## src/smh_map.svh

```systemverilog
// Constant map for the two-wire management bus host controller.
`ifndef SMH_MAP_SVH
`define SMH_MAP_SVH
// System clock period and bus clock period, in nanoseconds.
`define SMH_CLK_PERIOD_NS 5
`define SMH_BUS_PERIOD_NS 10000
// Quarter bit time in system clocks, rounded down so the bus never runs slow of spec.
`define SMH_QUARTER_CYC (`SMH_BUS_PERIOD_NS / (`SMH_CLK_PERIOD_NS * 4))
// Packet error code generator polynomial x^8 + x^2 + x + 1, leading term dropped.
`define SMH_CRC_POLY 8'h07
`define SMH_CRC_INIT 8'h00
// Bus addresses used by the gauge and its partners.
`define SMH_ADDR_GAUGE 7'h0B
`define SMH_ADDR_CHARGER 7'h09
`define SMH_ADDR_HOST 7'h08
// Byte positions within one transaction.
`define SMH_IDX_ADDR_W 6'h00
`define SMH_IDX_CODE 6'h01
`define SMH_IDX_THIRD 6'h02
`define SMH_IDX_FOURTH 6'h03
`define SMH_IDX_FIFTH 6'h04
// Bit positions of the last data bit and of the acknowledge slot within a byte frame.
`define SMH_BIT_LAST_DATA 4'h7
`define SMH_BIT_ACK 4'h8
// Number of data bytes in a word.
`define SMH_WORD_BYTES 6'h02
`endif

```

## src/smh_pkg.sv

```systemverilog
// Types shared by the bus host controller modules.
package smh_pkg;
  typedef enum logic [1:0] {
    SMH_READ_WORD,
    SMH_WRITE_WORD,
    SMH_BLOCK_READ
  } smh_kind_t;
  typedef enum logic [2:0] {
    SMH_ST_IDLE,
    SMH_ST_START,
    SMH_ST_BYTE,
    SMH_ST_STOP
  } smh_state_t;
endpackage

```

## src/smh_host.sv

```systemverilog
// Bus host controller that runs word and block transactions against the gauge.
// Functional notes
// - Every transaction opens with a start.
// - Seven-bit address then direction bit sent.
// - Every transaction closes with a stop.
// - Bytes travel most significant bit first.
// - Lines only pulled low or released.
// - Last byte supplier appends packet code.
// - Receiver recomputes code and compares.
// - Host code follows last written byte.
// - Host acks last data, nacks code.
// - Code is CRC-8, polynomial x8+x2+x+1.
// - Code covers all bytes, no conditions.
// - Read order: addr-w, command, addr-r, data.
`timescale 1ns/1ps
`default_nettype none
`include "smh_map.svh"
module smh_host #(
  parameter int QUARTER = `SMH_QUARTER_CYC,
  parameter int QW = 16
) (
  input wire logic clk,
  input wire logic rst,
  input wire logic cmd_valid,
  output logic cmd_ready,
  input wire smh_pkg::smh_kind_t cmd_kind,
  input wire logic [6:0] cmd_addr,
  input wire logic [7:0] cmd_code,
  input wire logic [15:0] cmd_wdata,
  input wire logic cmd_pec_en,
  output logic busy,
  output logic done,
  output logic nack_err,
  output logic pec_err,
  output logic [15:0] rdata,
  output logic rx_valid,
  output logic [7:0] rx_byte,
  input wire logic bus_clock_pin_i,
  output logic bus_clock_pin_o,
  output logic bus_clock_pin_oe,
  input wire logic bus_data_pin_i,
  output logic bus_data_pin_o,
  output logic bus_data_pin_oe
);
  import smh_pkg::*;

  // ==========================================================================
  // Pin synchronisers
  // ==========================================================================
  logic scl_m, scl_s, sda_m, sda_s;

  // Two flops per line before any logic looks at the bus.
  always_ff @(posedge clk) begin
    if (rst) begin
      scl_m <= 1'b1;
      scl_s <= 1'b1;
      sda_m <= 1'b1;
      sda_s <= 1'b1;
    end else begin
      scl_m <= bus_clock_pin_i;
      scl_s <= scl_m;
      sda_m <= bus_data_pin_i;
      sda_s <= sda_m;
    end
  end

  // ==========================================================================
  // Helpers
  // ==========================================================================
  // Byte to send at a given position; positions past the fourth give the packet code.
  function automatic logic [7:0] tx_byte(input smh_kind_t k, input logic [5:0] i,
                                         input logic [6:0] a, input logic [7:0] c,
                                         input logic [15:0] w, input logic [7:0] code);
    if (i == `SMH_IDX_ADDR_W) begin
      tx_byte = {a, 1'b0};
    end else if (i == `SMH_IDX_CODE) begin
      tx_byte = c;
    end else if (i == `SMH_IDX_THIRD) begin
      tx_byte = (k == SMH_WRITE_WORD) ? w[7:0] : {a, 1'b1};
    end else if (i == `SMH_IDX_FOURTH) begin
      tx_byte = w[15:8];
    end else begin
      tx_byte = code;
    end
  endfunction

  // ==========================================================================
  // Transaction engine
  // ==========================================================================
  smh_state_t state, next_state;
  logic [1:0] phase, next_phase;
  logic [QW-1:0] qcnt, next_qcnt;
  logic [3:0] bitn, next_bitn;
  logic [5:0] idx, next_idx;
  logic [7:0] shreg, next_shreg;
  logic is_tx, next_is_tx;
  logic cnt_phase, next_cnt_phase;
  logic [5:0] rx_left, next_rx_left;
  smh_kind_t kind, next_kind;
  logic [6:0] addr, next_addr;
  logic [7:0] code, next_code;
  logic [15:0] wdata, next_wdata;
  logic pec_en, next_pec_en;
  logic next_cmd_ready, next_busy, next_done, next_nack_err, next_pec_err;
  logic [15:0] next_rdata;
  logic next_rx_valid;
  logic [7:0] next_rx_byte;
  logic next_scl_oe, next_sda_oe;
  logic crc_clr, crc_feed;
  logic [7:0] crc_din, crc;
  logic [7:0] nb, ld;
  logic tick, hold, rx_pec, more;
  logic [5:0] cnt_left;

  smh_crc8 u_crc (
    .clk(clk),
    .rst(rst),
    .clr(crc_clr),
    .feed(crc_feed),
    .din(crc_din),
    .crc(crc)
  );

  // Computes every next value of the bus engine.
  always_comb begin
    next_state = state;
    next_phase = phase;
    next_qcnt = qcnt;
    next_bitn = bitn;
    next_idx = idx;
    next_shreg = shreg;
    next_is_tx = is_tx;
    next_cnt_phase = cnt_phase;
    next_rx_left = rx_left;
    next_kind = kind;
    next_addr = addr;
    next_code = code;
    next_wdata = wdata;
    next_pec_en = pec_en;
    next_cmd_ready = cmd_ready;
    next_busy = busy;
    next_done = 1'b0;
    next_nack_err = nack_err;
    next_pec_err = pec_err;
    next_rdata = rdata;
    next_rx_valid = 1'b0;
    next_rx_byte = rx_byte;
    next_scl_oe = bus_clock_pin_oe;
    next_sda_oe = bus_data_pin_oe;
    crc_clr = 1'b0;
    crc_feed = 1'b0;
    crc_din = 8'h00;
    nb = {shreg[6:0], sda_s};
    rx_pec = pec_en && !cnt_phase && (rx_left == 6'h01);
    cnt_left = nb[5:0] + {5'h00, pec_en};
    more = 1'b0;
    ld = tx_byte(kind, next_idx, addr, code, wdata, crc);
    tick = (qcnt == QW'(QUARTER - 1));
    // A released clock held low by the far side stretches the phase.
    hold = !bus_clock_pin_oe && !scl_s;
    if (state == SMH_ST_IDLE) begin
      next_scl_oe = 1'b0;
      next_sda_oe = 1'b0;
      next_cmd_ready = 1'b1;
      if (cmd_valid && cmd_ready && scl_s && sda_s) begin
        next_kind = cmd_kind;
        next_addr = cmd_addr;
        next_code = cmd_code;
        next_wdata = cmd_wdata;
        next_pec_en = cmd_pec_en;
        next_cmd_ready = 1'b0;
        next_busy = 1'b1;
        next_nack_err = 1'b0;
        next_pec_err = 1'b0;
        next_idx = `SMH_IDX_ADDR_W;
        next_cnt_phase = 1'b0;
        crc_clr = 1'b1;
        next_state = SMH_ST_START;
        next_phase = 2'h0;
        next_qcnt = '0;
      end
    end else if (hold) begin
      next_qcnt = '0;
    end else if (!tick) begin
      next_qcnt = qcnt + QW'(1);
    end else begin
      next_qcnt = '0;
      next_phase = phase + 2'h1;
      case (state)
        SMH_ST_START: begin
          // Both lines high, then data falls while the clock stays high.
          case (phase)
            2'h0: next_scl_oe = 1'b0;
            2'h1: next_sda_oe = 1'b1;
            2'h2: next_scl_oe = 1'b1;
            default: begin
              next_state = SMH_ST_BYTE;
              next_bitn = 4'h0;
              next_is_tx = 1'b1;
              next_shreg = ld;
              next_sda_oe = !ld[7];
              crc_feed = 1'b1;
              crc_din = ld;
            end
          endcase
        end
        SMH_ST_BYTE: begin
          if (phase == 2'h1) begin
            next_scl_oe = 1'b0;
          end else if (phase == 2'h3) begin
            next_scl_oe = 1'b1;
            next_bitn = bitn + 4'h1;
            if (bitn < `SMH_BIT_LAST_DATA) begin
              next_shreg = nb;
              next_sda_oe = is_tx ? !shreg[6] : 1'b0;
            end else if (bitn == `SMH_BIT_LAST_DATA) begin
              next_shreg = nb;
              next_sda_oe = 1'b0;
              if (!is_tx) begin
                if (rx_pec) begin
                  next_pec_err = (nb != crc);
                  next_rx_left = 6'h00;
                end else begin
                  crc_feed = 1'b1;
                  crc_din = nb;
                  if (cnt_phase) begin
                    next_cnt_phase = 1'b0;
                    next_rx_left = cnt_left;
                  end else begin
                    next_rx_left = rx_left - 6'h01;
                    if (kind == SMH_READ_WORD) begin
                      next_rdata = {nb, rdata[15:8]};
                    end else begin
                      next_rx_valid = 1'b1;
                      next_rx_byte = nb;
                    end
                  end
                end
                // Ack while more bytes follow, nack the final one.
                more = cnt_phase ? (cnt_left != 6'h00) : (!rx_pec && rx_left > 6'h01);
                next_sda_oe = more;
              end
            end else begin
              next_sda_oe = 1'b0;
              next_idx = idx + 6'h01;
              ld = tx_byte(kind, idx + 6'h01, addr, code, wdata, crc);
              if (is_tx && sda_s) begin
                next_nack_err = 1'b1;
                next_state = SMH_ST_STOP;
                next_sda_oe = 1'b1;
              end else if (kind == SMH_WRITE_WORD) begin
                if (idx < `SMH_IDX_FOURTH || (idx == `SMH_IDX_FOURTH && pec_en)) begin
                  next_bitn = 4'h0;
                  next_shreg = ld;
                  next_sda_oe = !ld[7];
                  if (idx < `SMH_IDX_FOURTH) begin
                    crc_feed = 1'b1;
                    crc_din = ld;
                  end
                end else begin
                  next_state = SMH_ST_STOP;
                  next_sda_oe = 1'b1;
                end
              end else if (idx == `SMH_IDX_ADDR_W) begin
                next_bitn = 4'h0;
                next_shreg = ld;
                next_sda_oe = !ld[7];
                crc_feed = 1'b1;
                crc_din = ld;
              end else if (idx == `SMH_IDX_CODE) begin
                next_state = SMH_ST_START;
              end else if (idx == `SMH_IDX_THIRD) begin
                next_bitn = 4'h0;
                next_is_tx = 1'b0;
                next_cnt_phase = (kind == SMH_BLOCK_READ);
                next_rx_left = `SMH_WORD_BYTES + {5'h00, pec_en};
              end else if (rx_left == 6'h00) begin
                next_state = SMH_ST_STOP;
                next_sda_oe = 1'b1;
              end else begin
                next_bitn = 4'h0;
              end
            end
          end
        end
        SMH_ST_STOP: begin
          // Clock rises first, then data rises while the clock is high.
          case (phase)
            2'h0: next_scl_oe = 1'b0;
            2'h1: next_sda_oe = 1'b0;
            2'h2: next_sda_oe = 1'b0;
            default: begin
              next_state = SMH_ST_IDLE;
              next_busy = 1'b0;
              next_done = 1'b1;
            end
          endcase
        end
        default: next_state = SMH_ST_IDLE;
      endcase
    end
  end

  // Registers the bus engine.
  always_ff @(posedge clk) begin
    if (rst) begin
      state <= SMH_ST_IDLE;
      phase <= 2'h0;
      qcnt <= '0;
      bitn <= 4'h0;
      idx <= 6'h00;
      shreg <= 8'h00;
      is_tx <= 1'b1;
      cnt_phase <= 1'b0;
      rx_left <= 6'h00;
      kind <= SMH_READ_WORD;
      addr <= 7'h00;
      code <= 8'h00;
      wdata <= 16'h0000;
      pec_en <= 1'b0;
      cmd_ready <= 1'b0;
      busy <= 1'b0;
      done <= 1'b0;
      nack_err <= 1'b0;
      pec_err <= 1'b0;
      rdata <= 16'h0000;
      rx_valid <= 1'b0;
      rx_byte <= 8'h00;
      bus_clock_pin_oe <= 1'b0;
      bus_data_pin_oe <= 1'b0;
      bus_clock_pin_o <= 1'b0;
      bus_data_pin_o <= 1'b0;
    end else begin
      state <= next_state;
      phase <= next_phase;
      qcnt <= next_qcnt;
      bitn <= next_bitn;
      idx <= next_idx;
      shreg <= next_shreg;
      is_tx <= next_is_tx;
      cnt_phase <= next_cnt_phase;
      rx_left <= next_rx_left;
      kind <= next_kind;
      addr <= next_addr;
      code <= next_code;
      wdata <= next_wdata;
      pec_en <= next_pec_en;
      cmd_ready <= next_cmd_ready;
      busy <= next_busy;
      done <= next_done;
      nack_err <= next_nack_err;
      pec_err <= next_pec_err;
      rdata <= next_rdata;
      rx_valid <= next_rx_valid;
      rx_byte <= next_rx_byte;
      bus_clock_pin_oe <= next_scl_oe;
      bus_data_pin_oe <= next_sda_oe;
      bus_clock_pin_o <= 1'b0; // Lines are only ever pulled low
      bus_data_pin_o <= 1'b0;
    end
  end
endmodule
`default_nettype wire

```

## src/smh_crc8.sv

```systemverilog
// Bytewise packet error code accumulator.
`timescale 1ns/1ps
`default_nettype none
`include "smh_map.svh"
module smh_crc8 (
  input wire logic clk,
  input wire logic rst,
  input wire logic clr,
  input wire logic feed,
  input wire logic [7:0] din,
  output logic [7:0] crc
);
  import smh_pkg::*;
  logic [7:0] next_crc;
  logic [7:0] acc;

  // Folds one byte in, most significant bit first; clear has priority.
  always_comb begin
    acc = crc ^ din;
    for (int i = 0; i < 8; i++) begin
      acc = acc[7] ? ((acc << 1) ^ `SMH_CRC_POLY) : (acc << 1);
    end
    if (clr) begin
      next_crc = `SMH_CRC_INIT;
    end else if (feed) begin
      next_crc = acc;
    end else begin
      next_crc = crc;
    end
  end

  // Registers the running code.
  always_ff @(posedge clk) begin
    if (rst) begin
      crc <= `SMH_CRC_INIT;
    end else begin
      crc <= next_crc;
    end
  end
endmodule
`default_nettype wire

```

## config.mk

```make
export PLATFORM = sky130hd
export DESIGN_NAME = smh_host
export DESIGN_NICKNAME = d
export VERILOG_FILES = /design/src/smh_pkg.sv /design/src/smh_host.sv /design/src/smh_crc8.sv
export VERILOG_INCLUDE_DIRS = /design/src
export SDC_FILE = /design/constraint.sdc
export NUM_CORES = 1
export LEC_CHECK = 0
export ABC_AREA = 1
export ABC_CLOCK_PERIOD_IN_PS = 2900
export BUFFER_PORTS_ARGS = -buffer_cell sky130_fd_sc_hd__buf_2
export CAP_MARGIN = 20
export CORE_UTILIZATION = 54
export DETAILED_ROUTE_END_ITERATION = 12
export PLACE_DENSITY_LB_ADDON = 0.08
export SLEW_MARGIN = 10
export SYNTH_ARGS = -nofsm -noshare
export SYNTH_HDL_FRONTEND = slang
export SYNTH_SLANG_ARGS = --single-unit
```

## constraint.sdc

```tcl
create_clock -name clk -period 2.9 [get_ports clk]
set_clock_uncertainty 0.05 [all_clocks]
set_input_delay 0.145 -clock clk [delete_from_list [all_inputs] [get_ports clk]]
set_output_delay 0.145 -clock clk [all_outputs]
set_load 0.02 [all_outputs]
```

== After elaboration in Yosys (flattened, before gate mapping) ==
Cells that the tools add are included.
Operators by class
  bitwise gates (word level): 22
  shifts and indexed selects: 0
  $mul: 0
  eq/ne operators: 64
  add/subtract/negate cells: 7
  muxes and demuxes: 202
  order comparisons: 3
  divide/modulo/power cells: 0
  reduce and logical (&&, ||, !) cells: 58
Operator list (number)
  $mux W8: 32
  $mux W6: 18
  $mux W1: 88
  $mux W3: 25
  $mux W16: 4
  $mux W7: 9
  $mux W4: 12
  $ne A2 B2 Y1 const B: 19
  $ne A3 B3 Y1 const B: 12
  $reduce_and A14 Y1: 2
  $reduce_and A13 Y1: 2
  $eq A6 B2 Y1 const B: 4
  $not A3 Y3: 8
  $reduce_and A12 Y1: 2
  $ne A5 B5 Y1 const B: 4
  $reduce_and A10 Y1: 2
  $eq A6 B1 Y1 const B: 3
  $logic_not A6 Y1: 3
  $reduce_bool A2 Y1: 9
  $add A16 B1 Y16 const B: 1
  $eq A16 B9 Y1 const B: 1
  $pmux W8 S2: 1
  $pmux W7 S2: 1
  $reduce_and A7 Y1: 2
  43 further kinds: 92
Storage, ports and cells
  RAM bits: 0
  bits in latches: 0
  bits of input ports: 39
  bits in registers: 124
  ROM bits: 0
  logic and storage cells: 385
  output and inout port bits: 34
  memories kept: 0

== Longest topological paths before layout ==
Gate-level depths: netlist (run 1).
  word-level depth: 43
  mapped depth: 27
  gate-level depth less buffers: 27

== Modules after synthesis ==
Synthesis (run 1) repeated with hierarchy kept, for this count alone.
Second synthesis, totals
  cell total of the unflattened synthesis: 1097
  area total of the unflattened synthesis: 7513.5 µm²
By module, submodules not included
  smh_host: cells each 972, seq. area each 2302.2 µm², area each 6814.0 µm², instances 1
  smh_crc8: cells each 125, seq. area each 160.2 µm², area each 699.4 µm², instances 1

== Least setup slack after synthesis (run 1) ==
No wires, ideal clock.
  path type: register to register
  start: register idx[1]
  end: register u_crc.crc[2]
  buffers on the path: 1
  arrival: 2.347 ns
  clock period less this slack: 2.506 ns
  required time: 2.741 ns
  setup time: 0.109 ns
  cell stages (with the launch flop): 21
  slack: 0.394 ns
  path through: dfxtp_1 > ha_1 > nand4_1 > nand2_1 > nand3_4 > nor3_4 > buf_4 > a21oi_1 > nand2_1 > nand3_1 > nand2_1 > nand2_1 > nand2_1 > nand2_1 > nand2_1 > nand2_1 > nand3b_1 > nand3_1 > nand3_1 > nand2_1 > inv_1
On the way
  word-level cells in the longest chain between the ends: 32
  elaborated cells on any way between the ends: 65
  those cells by class: add/sub: 1; order compare: 1; eq/ne: 6; mux: 48; bitwise: 5; reduce/logical: 4
RTL lines
  start, declared: RTL line smh_host.sv:94  | logic [5:0] idx, next_idx;
  start signal, assigned: RTL line smh_host.sv:338  | idx <= next_idx;
  $add A6 B1 Y6: RTL line smh_host.sv:246  | ld = tx_byte(kind, idx + 6'h01, addr, code, wdata, crc);
  $eq A6 B2 Y1 (no source line)
  $mux W8: RTL line smh_host.sv:80  | end else if (i == `SMH_IDX_FOURTH) begin
  $mux W8: RTL line smh_host.sv:78  | end else if (i == `SMH_IDX_THIRD) begin
  $mux W8: RTL line smh_host.sv:76  | end else if (i == `SMH_IDX_CODE) begin
  $mux W8: RTL line smh_host.sv:74  | if (i == `SMH_IDX_ADDR_W) begin
  $mux W8: RTL line smh_host.sv:216  | end else if (bitn == `SMH_BIT_LAST_DATA) begin
  $mux W8: RTL line smh_host.sv:213  | if (bitn < `SMH_BIT_LAST_DATA) begin
  (+16 left out)
  $mux W8: RTL line smh_host.sv:182  | end else if (hold) begin
  $mux W8: RTL line smh_host.sv:161  | if (state == SMH_ST_IDLE) begin
  $xor A8 B8 Y8: RTL line smh_crc8.sv:19  | acc = crc ^ din;
  $mux W3 or $not A3 Y3 (tied branches)
  $not A3 Y3 (no source line) or $mux W3 (tied branches)
  $mux W3 or $not A3 Y3 (tied branches)
  $not A3 Y3 (no source line) or $mux W3 (tied branches)
  $mux W3: RTL line smh_crc8.sv:21  | acc = acc[7] ? ((acc << 1) ^ `SMH_CRC_POLY) : (acc << 1);
  end signal, assigned: RTL line smh_crc8.sv:35  | crc <= `SMH_CRC_INIT;
  end signal, assigned: RTL line smh_crc8.sv:37  | crc <= next_crc;
  end, declared: RTL line smh_crc8.sv:11  | output logic [7:0] crc
Parallel ways exist; a longest one is shown, timed or not. The select of a mux whose other input is x is not followed.
A chain may end at the register's enable or synchronous reset.

== Worst setup path in the final report (run 1) ==
Same ends and word-level chain as after synthesis.

==> summary.md, run 1 <==
| Metric | Value |
|---|---|
| Status | `complete, no violations` |
| Post-synthesis cell type count | `48` |
| Mux cell area share after synthesis | `0%` |
| Sequential share of the synthesized area | `33.4%` |
| Die Y | `119 um` |
| Ys Warns | `0` |
| Ant. Diodes | `0` |
| First-pass GRT wire length | `37.0 mm` |
| Total gr overflow | `0` |
| Final HPWL DP | `16.2 mm` |
| Final worst-path cycle share | `98.7%` |
| Relative slew slack | `52.1%` |
| Hold Path Cell Cnt | `3` |
| Max Cap Violations | `0` |
| WP data arrival | `3.14 ns` |
| Synth Area in Compound Gates | `20.3%` |
| Leakage | `4.10 nW` |
| Routed WL per cell | `16.0 um` |
| Ys async rst share | `0%` |
| Setup_tns | `0 ns` |
| Top Ports | `73` |
| Final setup violation count | `0` |
| Crit path launch type | `flop` |
| Std-Cell Core Area | `0.0133 sq mm` |
| Clk buf depth | `2` |
| Cell taking the most area after synthesis | `dfxtp_1` |
| Drt via density | `5.62` |
| Hold crit path type | `input port to flop` |
| FF-to-FF path depth | `26` |
| Fraction of final layout cells sized beyond drive strength 1 | `20.1%` |
| Placed cells | `1382` |
| Hold Fails Final Rpt | `0` |
| Non-Filler Instances | `1469` |
| Pin count of the biggest net entering global routing | `50` |
| Worst skew pair latency | `0.43 ns` |
| Power density cells | `503 mW/mm^2` |
| RSZ-0062 raised after global routing | `yes` |
| Synth Area in Adders | `3.23%` |
| Starting Density | `55.4%` |
| Post-synthesis simple-gate area fraction | `31.6%` |
| Die area | `0.0141 sq mm` |
| Slowest stage delay, CP | `0.38 ns` |
| H-Tree Level Count | `4` |
| Via Count | `8256` |
| Post-Syn Area | `0.00737 sq mm` |
| Final Wtd Congestion | `1.05` |
| Vias in the first global route | `7435` |
| Post-synth top flop | `dfxtp_1` |
| Drt total wl | `23.6 mm` |
| Largest family of logic cells by synthesized area | `simple AND/OR/NAND/NOR gates` |
| Row Count | `42` |
| CP Data Required Time | `3.18 ns` |
| CTS tree | `done` |
| Cells after Synth | `1133` |
| Detailed-router iteration count before antenna repair | `6` |
| CTS Sinks | `123` |
| CTS buffer count | `17` |
| Number of flops mapped to enable cells by yosys | `0` |
| Peak supply drop | `0.000460 V` |
| Clk slew on worst S/H paths | `0.06 ns` |
| Post-synthesis xor/xnor area fraction | `1.43%` |
| Crit path max fanout | `8` |
| Area growth syn-to-layout | `28.9%` |
| Port-buffer cells | `70` |
| Root buf cell | `clkbuf_16` |
| Nets | `1338` |
| Top cell type's share of synthesized area | `33.4%` |
| DRC | `0` |
| Mean Syn Cell Area | `6.50 sq um` |
| Synth Register Bits | `123` |
| Die Width | `119 um` |
| Kind of critical path | `flop to flop` |
| Final Critical Period | `2.86 ns` |
| Worst path slowest cell | `dfxtp_4` |
| Initial antenna violation count | `0` |
| Total power draw | `4.78 mW` |
| Most frequent CP cell | `nand2_1` |
| Ranking of synthesized cells by area | `dfxtp_1 33%, nand2_1 13%, inv_1 7.0%` |
| Final WS setup | `0.0384 ns` |
| Post-route antenna net violation count | `0` |
| Highest clock rate | `349 MHz` |
| Drt initial violations | `847` |
| Overall global routing resource usage | `33.1%` |
| CP Capture Type | `flop` |
| Final Slew Violations | `0` |
| Place WS | `-0.0776 ns` |
| Measured slew at the worst slew-check pin | `0.714 ns` |
[layout make-up]
cell class | instances | area (sq um)
Sequential cell | 123 | 2470
Multi-Input combinational cell | 824 | 4440
Fill cell | 1098 | 3800
Timing Repair Buffer | 166 | 1200
Clock buffer | 18 | 429
Clock inverter | 14 | 163
Tap cell | 176 | 220
Inverter | 148 | 564
[metrics by stage]
| stage | utilization [%] | hold WS, ns | area [sq um] |
|---|---|---|---|
| after floorplan | - | 0.199 | 7370 |
| after global placement | 61.0 | 0.278 | 8120 |
| after detailed placement | 61.0 | 0.280 | 8120 |
| after CTS | 68.4 | 0.0126 | 9090 |
| after global routing | 71.4 | 0.0615 | 9500 |
| final | 71.4 | 0.0292 | 9500 |
[logic make-up after synthesis]
group	Yosys count
flops	123
compound gates	260
buf+inv	188
fa+ha+maj	19
other cells	1
simple gates	530
xor+xnor	12
[report_power, final]
| group | internal [mW] | total, mW | switching (mW) |
|---|---|---|---|
| logic | 0.299 | 0.833 | 0.534 |
| registers | 1.76 | 1.81 | 0.0591 |
| clock network | 1.28 | 2.13 | 0.847 |
| total | 3.34 | 4.78 | 1.44 |
[metal layers]
metal	vias up	track usage [%]	wire, um
met3	45	5.07	1630
met5	-	0	0
met2	359	53.0	10900
li1	4079	-	-
met4	0	13.4	641
met1	3773	44.3	10400
[cells in the mapped netlist, types with 15 or more instances]
cell        n
nand2_1   249
a21oi_1    80
ha_1       19
nor3_1     15
nand3_1    78
nand4_1    20
o211ai_1   27
nor2_1    130
o21ai_0    93
a211oi_1   26
dfxtp_1   123
inv_1     138
clkbuf_1   33
[cell usage in the layout (no fill, tap or decap), types with 5 or more instances in the layout]
cell / instances
a211oi_1: 26
a21oi_1: 79
a31oi_1: 9
buf_2: 70
buf_4: 56
clkbuf_16: 17
clkinv_4: 6
dfxtp_1: 118
dlygate4sd3_1: 34
ha_1: 17
inv_1: 133
inv_2: 10
nand2_1: 222
nand2_2: 28
nand2_4: 9
nand3_1: 59
nand3_2: 17
nand4_1: 20
nor2_1: 130
nor2_4: 6
nor3_1: 15
nor4_1: 7
o211ai_1: 27
o21ai_0: 93
o21ai_1: 6
o22ai_1: 6
or2_2: 5
xor2_1: 9
[worst max-delay path: cells and delay by family, from the launching register on]
| family | cells | cell delay [ns] |
|---|---|---|
| adders and majority gates | 1 | 0.17 |
| buffers and inverters | 3 | 0.26 |
| and+or+nand+nor | 22 | 1.89 |
| DFF | 1 | 0.38 |
[flip-flops by register name, summed over array words and instances (netlist names), 2 cells and up]
signal / cells
kind: 2
rx_left: 6
rdata: 16
phase: 2
code: 8
u_crc.crc: 8
rx_byte: 8
wdata: 16
qcnt: 16
idx: 6
bitn: 4
state: 2
shreg: 7
addr: 7
[repair_timing]
| item | in CTS | in global routing |
|---|---|---|
| setup endpoints to repair | 4 | 9 |
| hold buffers | 34 | 0 |
| gates resized for setup | 3 | 79 |
| pin swaps | 1 | 30 |
| setup buffers | 4 | 16 |
| hold endpoints to repair | 37 | 0 |
| gates cloned | 0 | 1 |
[final timing paths]
| kind | slack [ns] | start | to |
|---|---|---|---|
| worst min-delay path | 0.03 | cmd_kind[1] | kind[1]$_SDFFE_PP0P_ |
| worst min register to register | 0.36 | scl_m$_SDFF_PP1_ | scl_s$_SDFF_PP1_ |
| worst max register to register | 0.04 | idx[1]$_SDFFE_PP0P_ | u_crc.crc[2]$_SDFFE_PP0P_ |
| worst max-delay path | 0.04 | idx[1]$_SDFFE_PP0P_ | u_crc.crc[2]$_SDFFE_PP0P_ |
(Power assumes the default switching activity.)
==> run 2, diff against run 1 <==
--- a/config.mk
+++ b/config.mk
@@ -10,7 +10,7 @@
 export ABC_CLOCK_PERIOD_IN_PS = 2900
 export BUFFER_PORTS_ARGS = -buffer_cell sky130_fd_sc_hd__buf_2
 export CAP_MARGIN = 20
-export CORE_UTILIZATION = 54
+export CORE_UTILIZATION = 60
 export DETAILED_ROUTE_END_ITERATION = 12
 export PLACE_DENSITY_LB_ADDON = 0.08
 export SLEW_MARGIN = 10
==> run 2 against run 1 <==
Effect of this change:
- combinational power up 2%
- total power down 1.5%
- critical path depth down 1
- critical endpoint is now u_crc.crc[3]$_SDFFE_PP0P_
==> summary.md, run 2 (synthesis results as in run 1) <==
| Metric | Value |
|---|---|
| First-pass GRT wire length | `36.8 mm (-0.47%)` |
| Port-buffer cells | `70 (unchanged)` |
| Leading cell types in the layout, fill and taps excluded | `221 x nand2_1, 133 x inv_1, 129 x nor2_1` |
| Relative slew slack | `50.6% (-1.4 points)` |
| Combinational Power Share | `18.0% (+0.6 points)` |
| Die Y | `113 um (-5.0%)` |
| Post-route antenna net violation count | `0 (unchanged)` |
| Final Critical Period | `2.84 ns (-0.0237 ns)` |
| P_sw | `1.41 mW (-1.8%)` |
| Reg2reg setup slack | `0.06 ns (+0.02 ns)` |
| Commonest non-fill, non-tap cell in the layout | `nand2_1` |
| Drt total wl | `23.2 mm (-1.5%)` |
| Sequential Power Share | `38.5% (+0.5 points)` |
| CTS Sinks | `123 (unchanged)` |
| Worst Hold Slack | `0.0381 ns (+0.00891 ns)` |
| Layout Cell Area excl Fill | `0.00936 sq mm (-1.5%)` |
| Top Ports | `73 (unchanged)` |
| FF-to-FF path depth | `25 (-3.8%)` |
| Nets | `1329 (-0.67%)` |
| DRC | `0 (unchanged)` |
| Area growth syn-to-layout | `27.1%` |
| Power density cells | `503 mW/mm^2 (about the same)` |
| Hold Path Cell Cnt | `3 (unchanged)` |
| Status | `complete, no violations` |
| Worst setup path startpoint | `idx[1]$_SDFFE_PP0P_` |
| Final Wtd Congestion | `1.03 (-1.8%)` |
| Area of the multi-input gates | `0.00442 sq mm (-0.45%)` |
| Crit path launch type | `flop` |
| Initial antenna violation count | `0 (unchanged)` |
| WP data arrival | `3.11 ns (-0.03 ns)` |
| Std-Cell Core Area | `0.0120 sq mm (-9.7%)` |
| Routed WL per cell | `16.2 um (+1.1%)` |
| Detailed-router iteration count before antenna repair | `7 (+1)` |
| Slowest stage delay, CP | `0.37 ns (about the same)` |
| Starting Density | `61.3% (+5.9 points)` |
| Ant. Diodes | `0 (unchanged)` |
| Sw Ratio | `30.0% (-0.11 points)` |
| Worst setup endpoint | `u_crc.crc[3]$_SDFFE_PP0P_` |
| Kind of critical path | `flop to flop` |
| Final core utilization | `77.9% (+6.5 points)` |
| Crit path max fanout | `8 (unchanged)` |
| Hold crit path type | `input port to flop` |
| Max Cap Violations | `0 (unchanged)` |
| Most frequent CP cell | `nand2_1` |
| Peak supply drop | `0.000529 V (+15%)` |
| CP Data Required Time | `3.18 ns (about the same)` |
| Worst skew pair latency | `0.43 ns (about the same)` |
| Row Count | `40 (-4.8%)` |
| Final Slew Violations | `0 (unchanged)` |
| Top flop regs | `qcnt (16), rdata (16), wdata (16)` |
| Root buf cell | `clkbuf_16` |
| Highest clock rate | `352 MHz (+0.83%)` |
| Final HPWL DP | `15.8 mm (-2.8%)` |
| Vias in the first global route | `7446 (+0.15%)` |
| Int Pwr | `3.29 mW (-1.3%)` |
| Clk slew on worst S/H paths | `0.06 ns (about the same)` |
| Die Width | `113 um (-5.0%)` |
| Pin count of the biggest net entering global routing | `48 (-4.0%)` |
| Drt via density | `5.80 (+3.1%)` |
| Final worst-path cycle share | `97.9% (-0.82 points)` |
| CTS tree | `done` |
| Measured slew at the worst slew-check pin | `0.739 ns (+0.0254 ns)` |
| Placed Instance Area | `0.00806 sq mm (-0.63%)` |
| FF/Latch Area | `0.00247 sq mm (about the same)` |
| Total gr overflow | `0 (unchanged)` |
| Via Count | `8294 (+0.46%)` |
| Fraction of final layout cells sized beyond drive strength 1 | `19.6% (-0.48 points)` |
| Fill count | `892 (-19%)` |
| Worst path slowest cell | `dfxtp_4` |
| Clk network pwr share | `43.4% (-1.2 points)` |
| H-Tree Level Count | `4 (unchanged)` |
| RSZ-0062 raised after global routing | `yes` |
| Final setup violation count | `0 (unchanged)` |
| Die area | `0.0127 sq mm (-9.8%)` |
| Leakage | `4.05 nW (-1.2%)` |
| R2r endpoint | `u_crc.crc[3]$_SDFFE_PP0P_` |
| Overall global routing resource usage | `36.6% (+3.5 points)` |
| R2r startpoint | `idx[1]$_SDFFE_PP0P_` |
| Clk buf depth | `2 (unchanged)` |
| CP Capture Type | `flop` |
| Hold Fails Final Rpt | `0 (unchanged)` |
| CTS buffer count | `17 (unchanged)` |
| Drt initial violations | `1000 (+18%)` |
-- run 2: cell types whose count changed in the layout (fill, tap and decap cells not counted), moves of 2 or more --
cell and change:
clkbuf_8 +2, nand2_2 +2, nand3_1 +3, nand3_4 -2, clkinv_2 +3, clkinv_4 -4, buf_4 -11
-- run 2: worst min-delay path by stage --
stage | end | from | slack [ns]
after floorplan | scl_m$_SDFF_PP1_ | bus_clock_pin_i | 0.20
final | kind[0]$_SDFFE_PP0P_ | cmd_kind[0] | 0.04
after detailed placement | scl_m$_SDFF_PP1_ | bus_clock_pin_i | 0.28
after global placement | scl_m$_SDFF_PP1_ | bus_clock_pin_i | 0.28
after global routing | kind[0]$_SDFFE_PP0P_ | cmd_kind[0] | 0.05
after CTS | kind[0]$_SDFFE_PP0P_ | cmd_kind[0] | 0.02
-- run 2: power by group through the flow --
stage	clock network, mW	registers (mW)	logic (mW)
2_1_floorplan	0	1.83	0.480
3_3_place_gp	0	1.84	0.690
3_5_place_dp	0	1.84	0.694
4_1_cts	2.05	1.81	0.756
5_1_grt	2.14	1.82	0.928
6_report	2.04	1.81	0.849
-- run 2: area by class of cell --
type / count / area share (%)
clock buffers: 19 / 4.84
inverters: 148 / 5.96
repair buffers: 157 / 12.3
well taps: 147 / 1.96
multi-input cells: 824 / 47.3
flip-flops and latches: 123 / 26.4
clock inverters: 13 / 1.24
-- run 2: worst max-delay path: cells and delay by family, from the launching register on --
family / cells / cell delay, ns
AND/OR/NAND/NOR: 21 / 1.97
flip-flops: 1 / 0.37
adder cells (fa/ha/maj): 1 / 0.17
buffers and inverters: 3 / 0.17
-- run 2: metrics by stage --
step                      std cells  setup WS [ns]  power, mW  TNS (ns)
after detailed placement       1351        -0.0293       2.54   -0.0293
after floorplan                1134          0.394       2.31         0
final                          1431         0.0621       4.71         0
after CTS                      1421         0.0173       4.62         0
after global placement         1351         0.0254       2.53         0
after global routing           1431         -0.182       4.88    -0.802
-- run 2: layer usage --
| layer | up-vias | track usage, % | routed length (um) |
|---|---|---|---|
| li1 | 4049 | - | - |
| met1 | 3722 | 47.8 | 9930 |
| met2 | 443 | 57.7 | 10400 |
| met3 | 80 | 7.45 | 2010 |
| met4 | 0 | 17.9 | 832 |
| met5 | - | 0 | 0 |
-- run 2: timing repair --
item / 4_1_cts / 5_1_grt
pin swaps: 1 / 36
hold buffers: 35 / 0
setup buffers: 3 / 9
gates cloned: 0 / 1
gates resized for setup: 0 / 78
endpoints found under the setup margin: 1 / 17
endpoints found under the hold margin: 35 / 0
==> run 3, diff against run 2 <==
--- a/config.mk
+++ b/config.mk
@@ -12,6 +12,7 @@
 export CAP_MARGIN = 20
 export CORE_UTILIZATION = 60
 export DETAILED_ROUTE_END_ITERATION = 12
+export GPL_TIMING_DRIVEN = 0
 export PLACE_DENSITY_LB_ADDON = 0.08
 export SLEW_MARGIN = 10
 export SYNTH_ARGS = -nofsm -noshare
==> run 3 against run 2 <==
Effect of this change:
- cell count rose by 0.42%
- critical path depth rose by 1
- via count rose by 0.54%
- clock power about the same
- largest power group unchanged
- sequential cell count unchanged
- hold slack better by 0.0084 ns
- highest routed layer unchanged
- core utilization shrank 0.61 points
==> summary.md, run 3 (synthesis results as in run 1) <==
| Metric | Value |
|---|---|
| CP Data Required Time | `3.19 ns (about the same)` |
| GRT met2 Usage | `60.1% (+2.4 points)` |
| Top Ports | `73 (unchanged)` |
| Die Y | `113 um (unchanged)` |
| Die Width | `113 um (unchanged)` |
| Routed WL per cell | `16.7 um (+2.9%)` |
| Final Wtd Congestion | `0.984 (-4.1%)` |
| Final WS setup | `0.0874 ns (+0.0254 ns)` |
| Final setup violation count | `0 (unchanged)` |
| Drt initial violations | `1012 (+1.2%)` |
| Hold Fails Final Rpt | `0 (unchanged)` |
| DRC | `0 (unchanged)` |
| Worst skew pair latency | `0.44 ns (about the same)` |
| Kind of critical path | `flop to flop` |
| Drt total wl | `24.0 mm (+3.3%)` |
| CTS tree | `done` |
| Hold crit path type | `input port to flop` |
| Vias in the first global route | `7595 (+2.0%)` |
| Leading cell types in the layout, fill and taps excluded | `221 x nand2_1, 130 x inv_1, 126 x nor2_1` |
| FF/Latch Area | `0.00247 sq mm (+0.10%)` |
| First-pass GRT wire length | `37.7 mm (+2.5%)` |
| Total gr overflow | `0 (unchanged)` |
| CP Capture Type | `flop` |
| Crit path max fanout | `7 (-1)` |
| Starting Density | `61.3% (unchanged)` |
| Top flop regs | `qcnt (16), rdata (16), wdata (16)` |
| Area of the multi-input gates | `0.00444 sq mm (+0.25%)` |
| Leakage | `3.95 nW (-2.4%)` |
| Fraction of final layout cells sized beyond drive strength 1 | `18.0% (-1.6 points)` |
| Port-buffer cells | `70 (unchanged)` |
| Final Critical Period | `2.81 ns (-0.0254 ns)` |
| Power density cells | `507 mW/mm^2 (+0.74%)` |
| Root buf cell | `clkbuf_16` |
| Ant. Diodes | `0 (unchanged)` |
| Clk slew on worst S/H paths | `0.06 ns (about the same)` |
| RSZ-0062 raised after global routing | `yes` |
| Pin count of the biggest net entering global routing | `17 (-65%)` |
| Highest clock rate | `356 MHz (+0.90%)` |
| Detailed-router iteration count before antenna repair | `6 (-1)` |
| CTS buffer count | `17 (unchanged)` |
| Non-Filler Instances | `1437 (+0.42%)` |
| Crit path launch type | `flop` |
| Peak supply drop | `0.000522 V (-1.4%)` |
| Initial antenna violation count | `0 (unchanged)` |
| GRT busiest layer | `met2` |
| Max Cap Violations | `0 (unchanged)` |
| Layout Cell Area excl Fill | `0.00929 sq mm (-0.79%)` |
| Row Count | `40 (unchanged)` |
| Overall global routing resource usage | `37.9% (+1.3 points)` |
| H-Tree Level Count | `4 (unchanged)` |
| Nets | `1335 (+0.45%)` |
| Die area | `0.0127 sq mm (unchanged)` |
| GRT met1 Usage | `48.7% (+0.91 points)` |
| Placed cells | `1351 (unchanged)` |
| Post-route antenna net violation count | `0 (unchanged)` |
| Placed Instance Area | `0.00791 sq mm (-2.0%)` |
| Status | `complete, no violations` |
| Relative slew slack | `49.4% (-1.3 points)` |
| Via Count | `8339 (+0.54%)` |
| Final worst-path cycle share | `97.0% (-0.87 points)` |
| Commonest non-fill, non-tap cell in the layout | `nand2_1` |
| Drt via density | `5.80 (+0.12%)` |
| Met3 capacity usage during global routing | `6.27% (-1.2 points)` |
| Fill count | `953 (+6.8%)` |
| Area growth syn-to-layout | `26.1%` |
| Final core utilization | `77.3% (-0.61 points)` |
| Measured slew at the worst slew-check pin | `0.755 ns (+0.0151 ns)` |
| CTS Sinks | `123 (unchanged)` |
| Final HPWL DP | `16.2 mm (+2.8%)` |
| Worst Hold Slack | `0.0465 ns (+0.00842 ns)` |
| Place WS | `-0.168 ns (-0.139 ns)` |
| Std-Cell Core Area | `0.0120 sq mm (unchanged)` |
| Final Slew Violations | `0 (unchanged)` |
| Clk buf depth | `2 (unchanged)` |
| WP data arrival | `3.10 ns (about the same)` |
## run 3: cell types whose count changed in the layout (fill, tap and decap cells not counted), moves of 3 or more
cell / delta
clkbuf_1: +30
buf_4: -29
clkbuf_2: +4
inv_1: -3
inv_4: +3
nor2_1: -3
nor2_4: +3
## run 3: worst paths after layout
| path | startpoint | end | slack (ns) | cells after the start |
|---|---|---|---|---|
| setup / recovery | idx[1]$_SDFFE_PP0P_ | u_crc.crc[2]$_SDFFE_PP0P_ | 0.09 | 26 |
| hold / removal | rst | bus_data_pin_oe$_SDFFE_PP0P_ | 0.05 | 4 |
| setup reg to reg | idx[1]$_SDFFE_PP0P_ | u_crc.crc[2]$_SDFFE_PP0P_ | 0.09 | 26 |
| hold reg to reg | scl_m$_SDFF_PP1_ | scl_s$_SDFF_PP1_ | 0.36 | 1 |
## run 3: final cells by class
class / instances / area share [%]
Multi-Input combinational cell: 824 / 47.8
Sequential cell: 123 / 26.7
Timing Repair Buffer: 122 / 9.23
Inverter: 148 / 6.13
Clock buffer: 20 / 4.92
Buffer: 40 / 2.05
Tap cell: 147 / 1.98
Clock inverter: 12 / 1.23
Timing Repair inverter: 1 / 0.0539
## run 3: repair_timing
action,4_1_cts,5_1_grt
setup buffers,1,15
pin swaps,2,38
gates cloned,0,3
hold buffers,35,0
setup endpoints to repair,15,26
resized for setup,5,97
hold endpoints to repair,35,0
## run 3: critical path, stage by stage (launching register included)
cell and delay (ns):
dfxtp_4 0.38, ha_4 0.17, inv_2 0.06, nand2_2 0.06, nand2_4 0.10, nand3_4 0.12, nor2_4 0.15, buf_12 0.14
nand2_4 0.07, nand2_1 0.07, nand3_2 0.09, nand2_1 0.08, nand2_1 0.08, nand3_1 0.08, nand2_1 0.06, nand2_1 0.09
nand2_4 0.07, nand2_2 0.07, nand2_2 0.06, nand2_4 0.12, nand3_1 0.12, nand2_1 0.09, nand2_1 0.07, nand3_1 0.09
nand3_1 0.07, nand2_1 0.07, inv_1 0.04
## run 3: where the power goes
part / total, mW / switching, mW / internal, mW
clock network: 2.06 / 0.836 / 1.23
registers: 1.81 / 0.0585 / 1.76
logic: 0.826 / 0.550 / 0.276
## run 3: stage by stage
step	TNS, ns	total power [mW]
3_3_place_gp	-0.621	2.52
2_1_floorplan	0	2.31
4_1_cts	-0.00417	4.59
3_5_place_dp	-0.938	2.52
5_1_grt	-0.337	4.86
6_report	0	4.70
## run 3: metal layers
layer / routed length [um] / share of wire (%)
met5: 0 / 0
met4: 963 / 4.0
met3: 2060 / 8.6
met2: 11000 / 46
met1: 9920 / 41
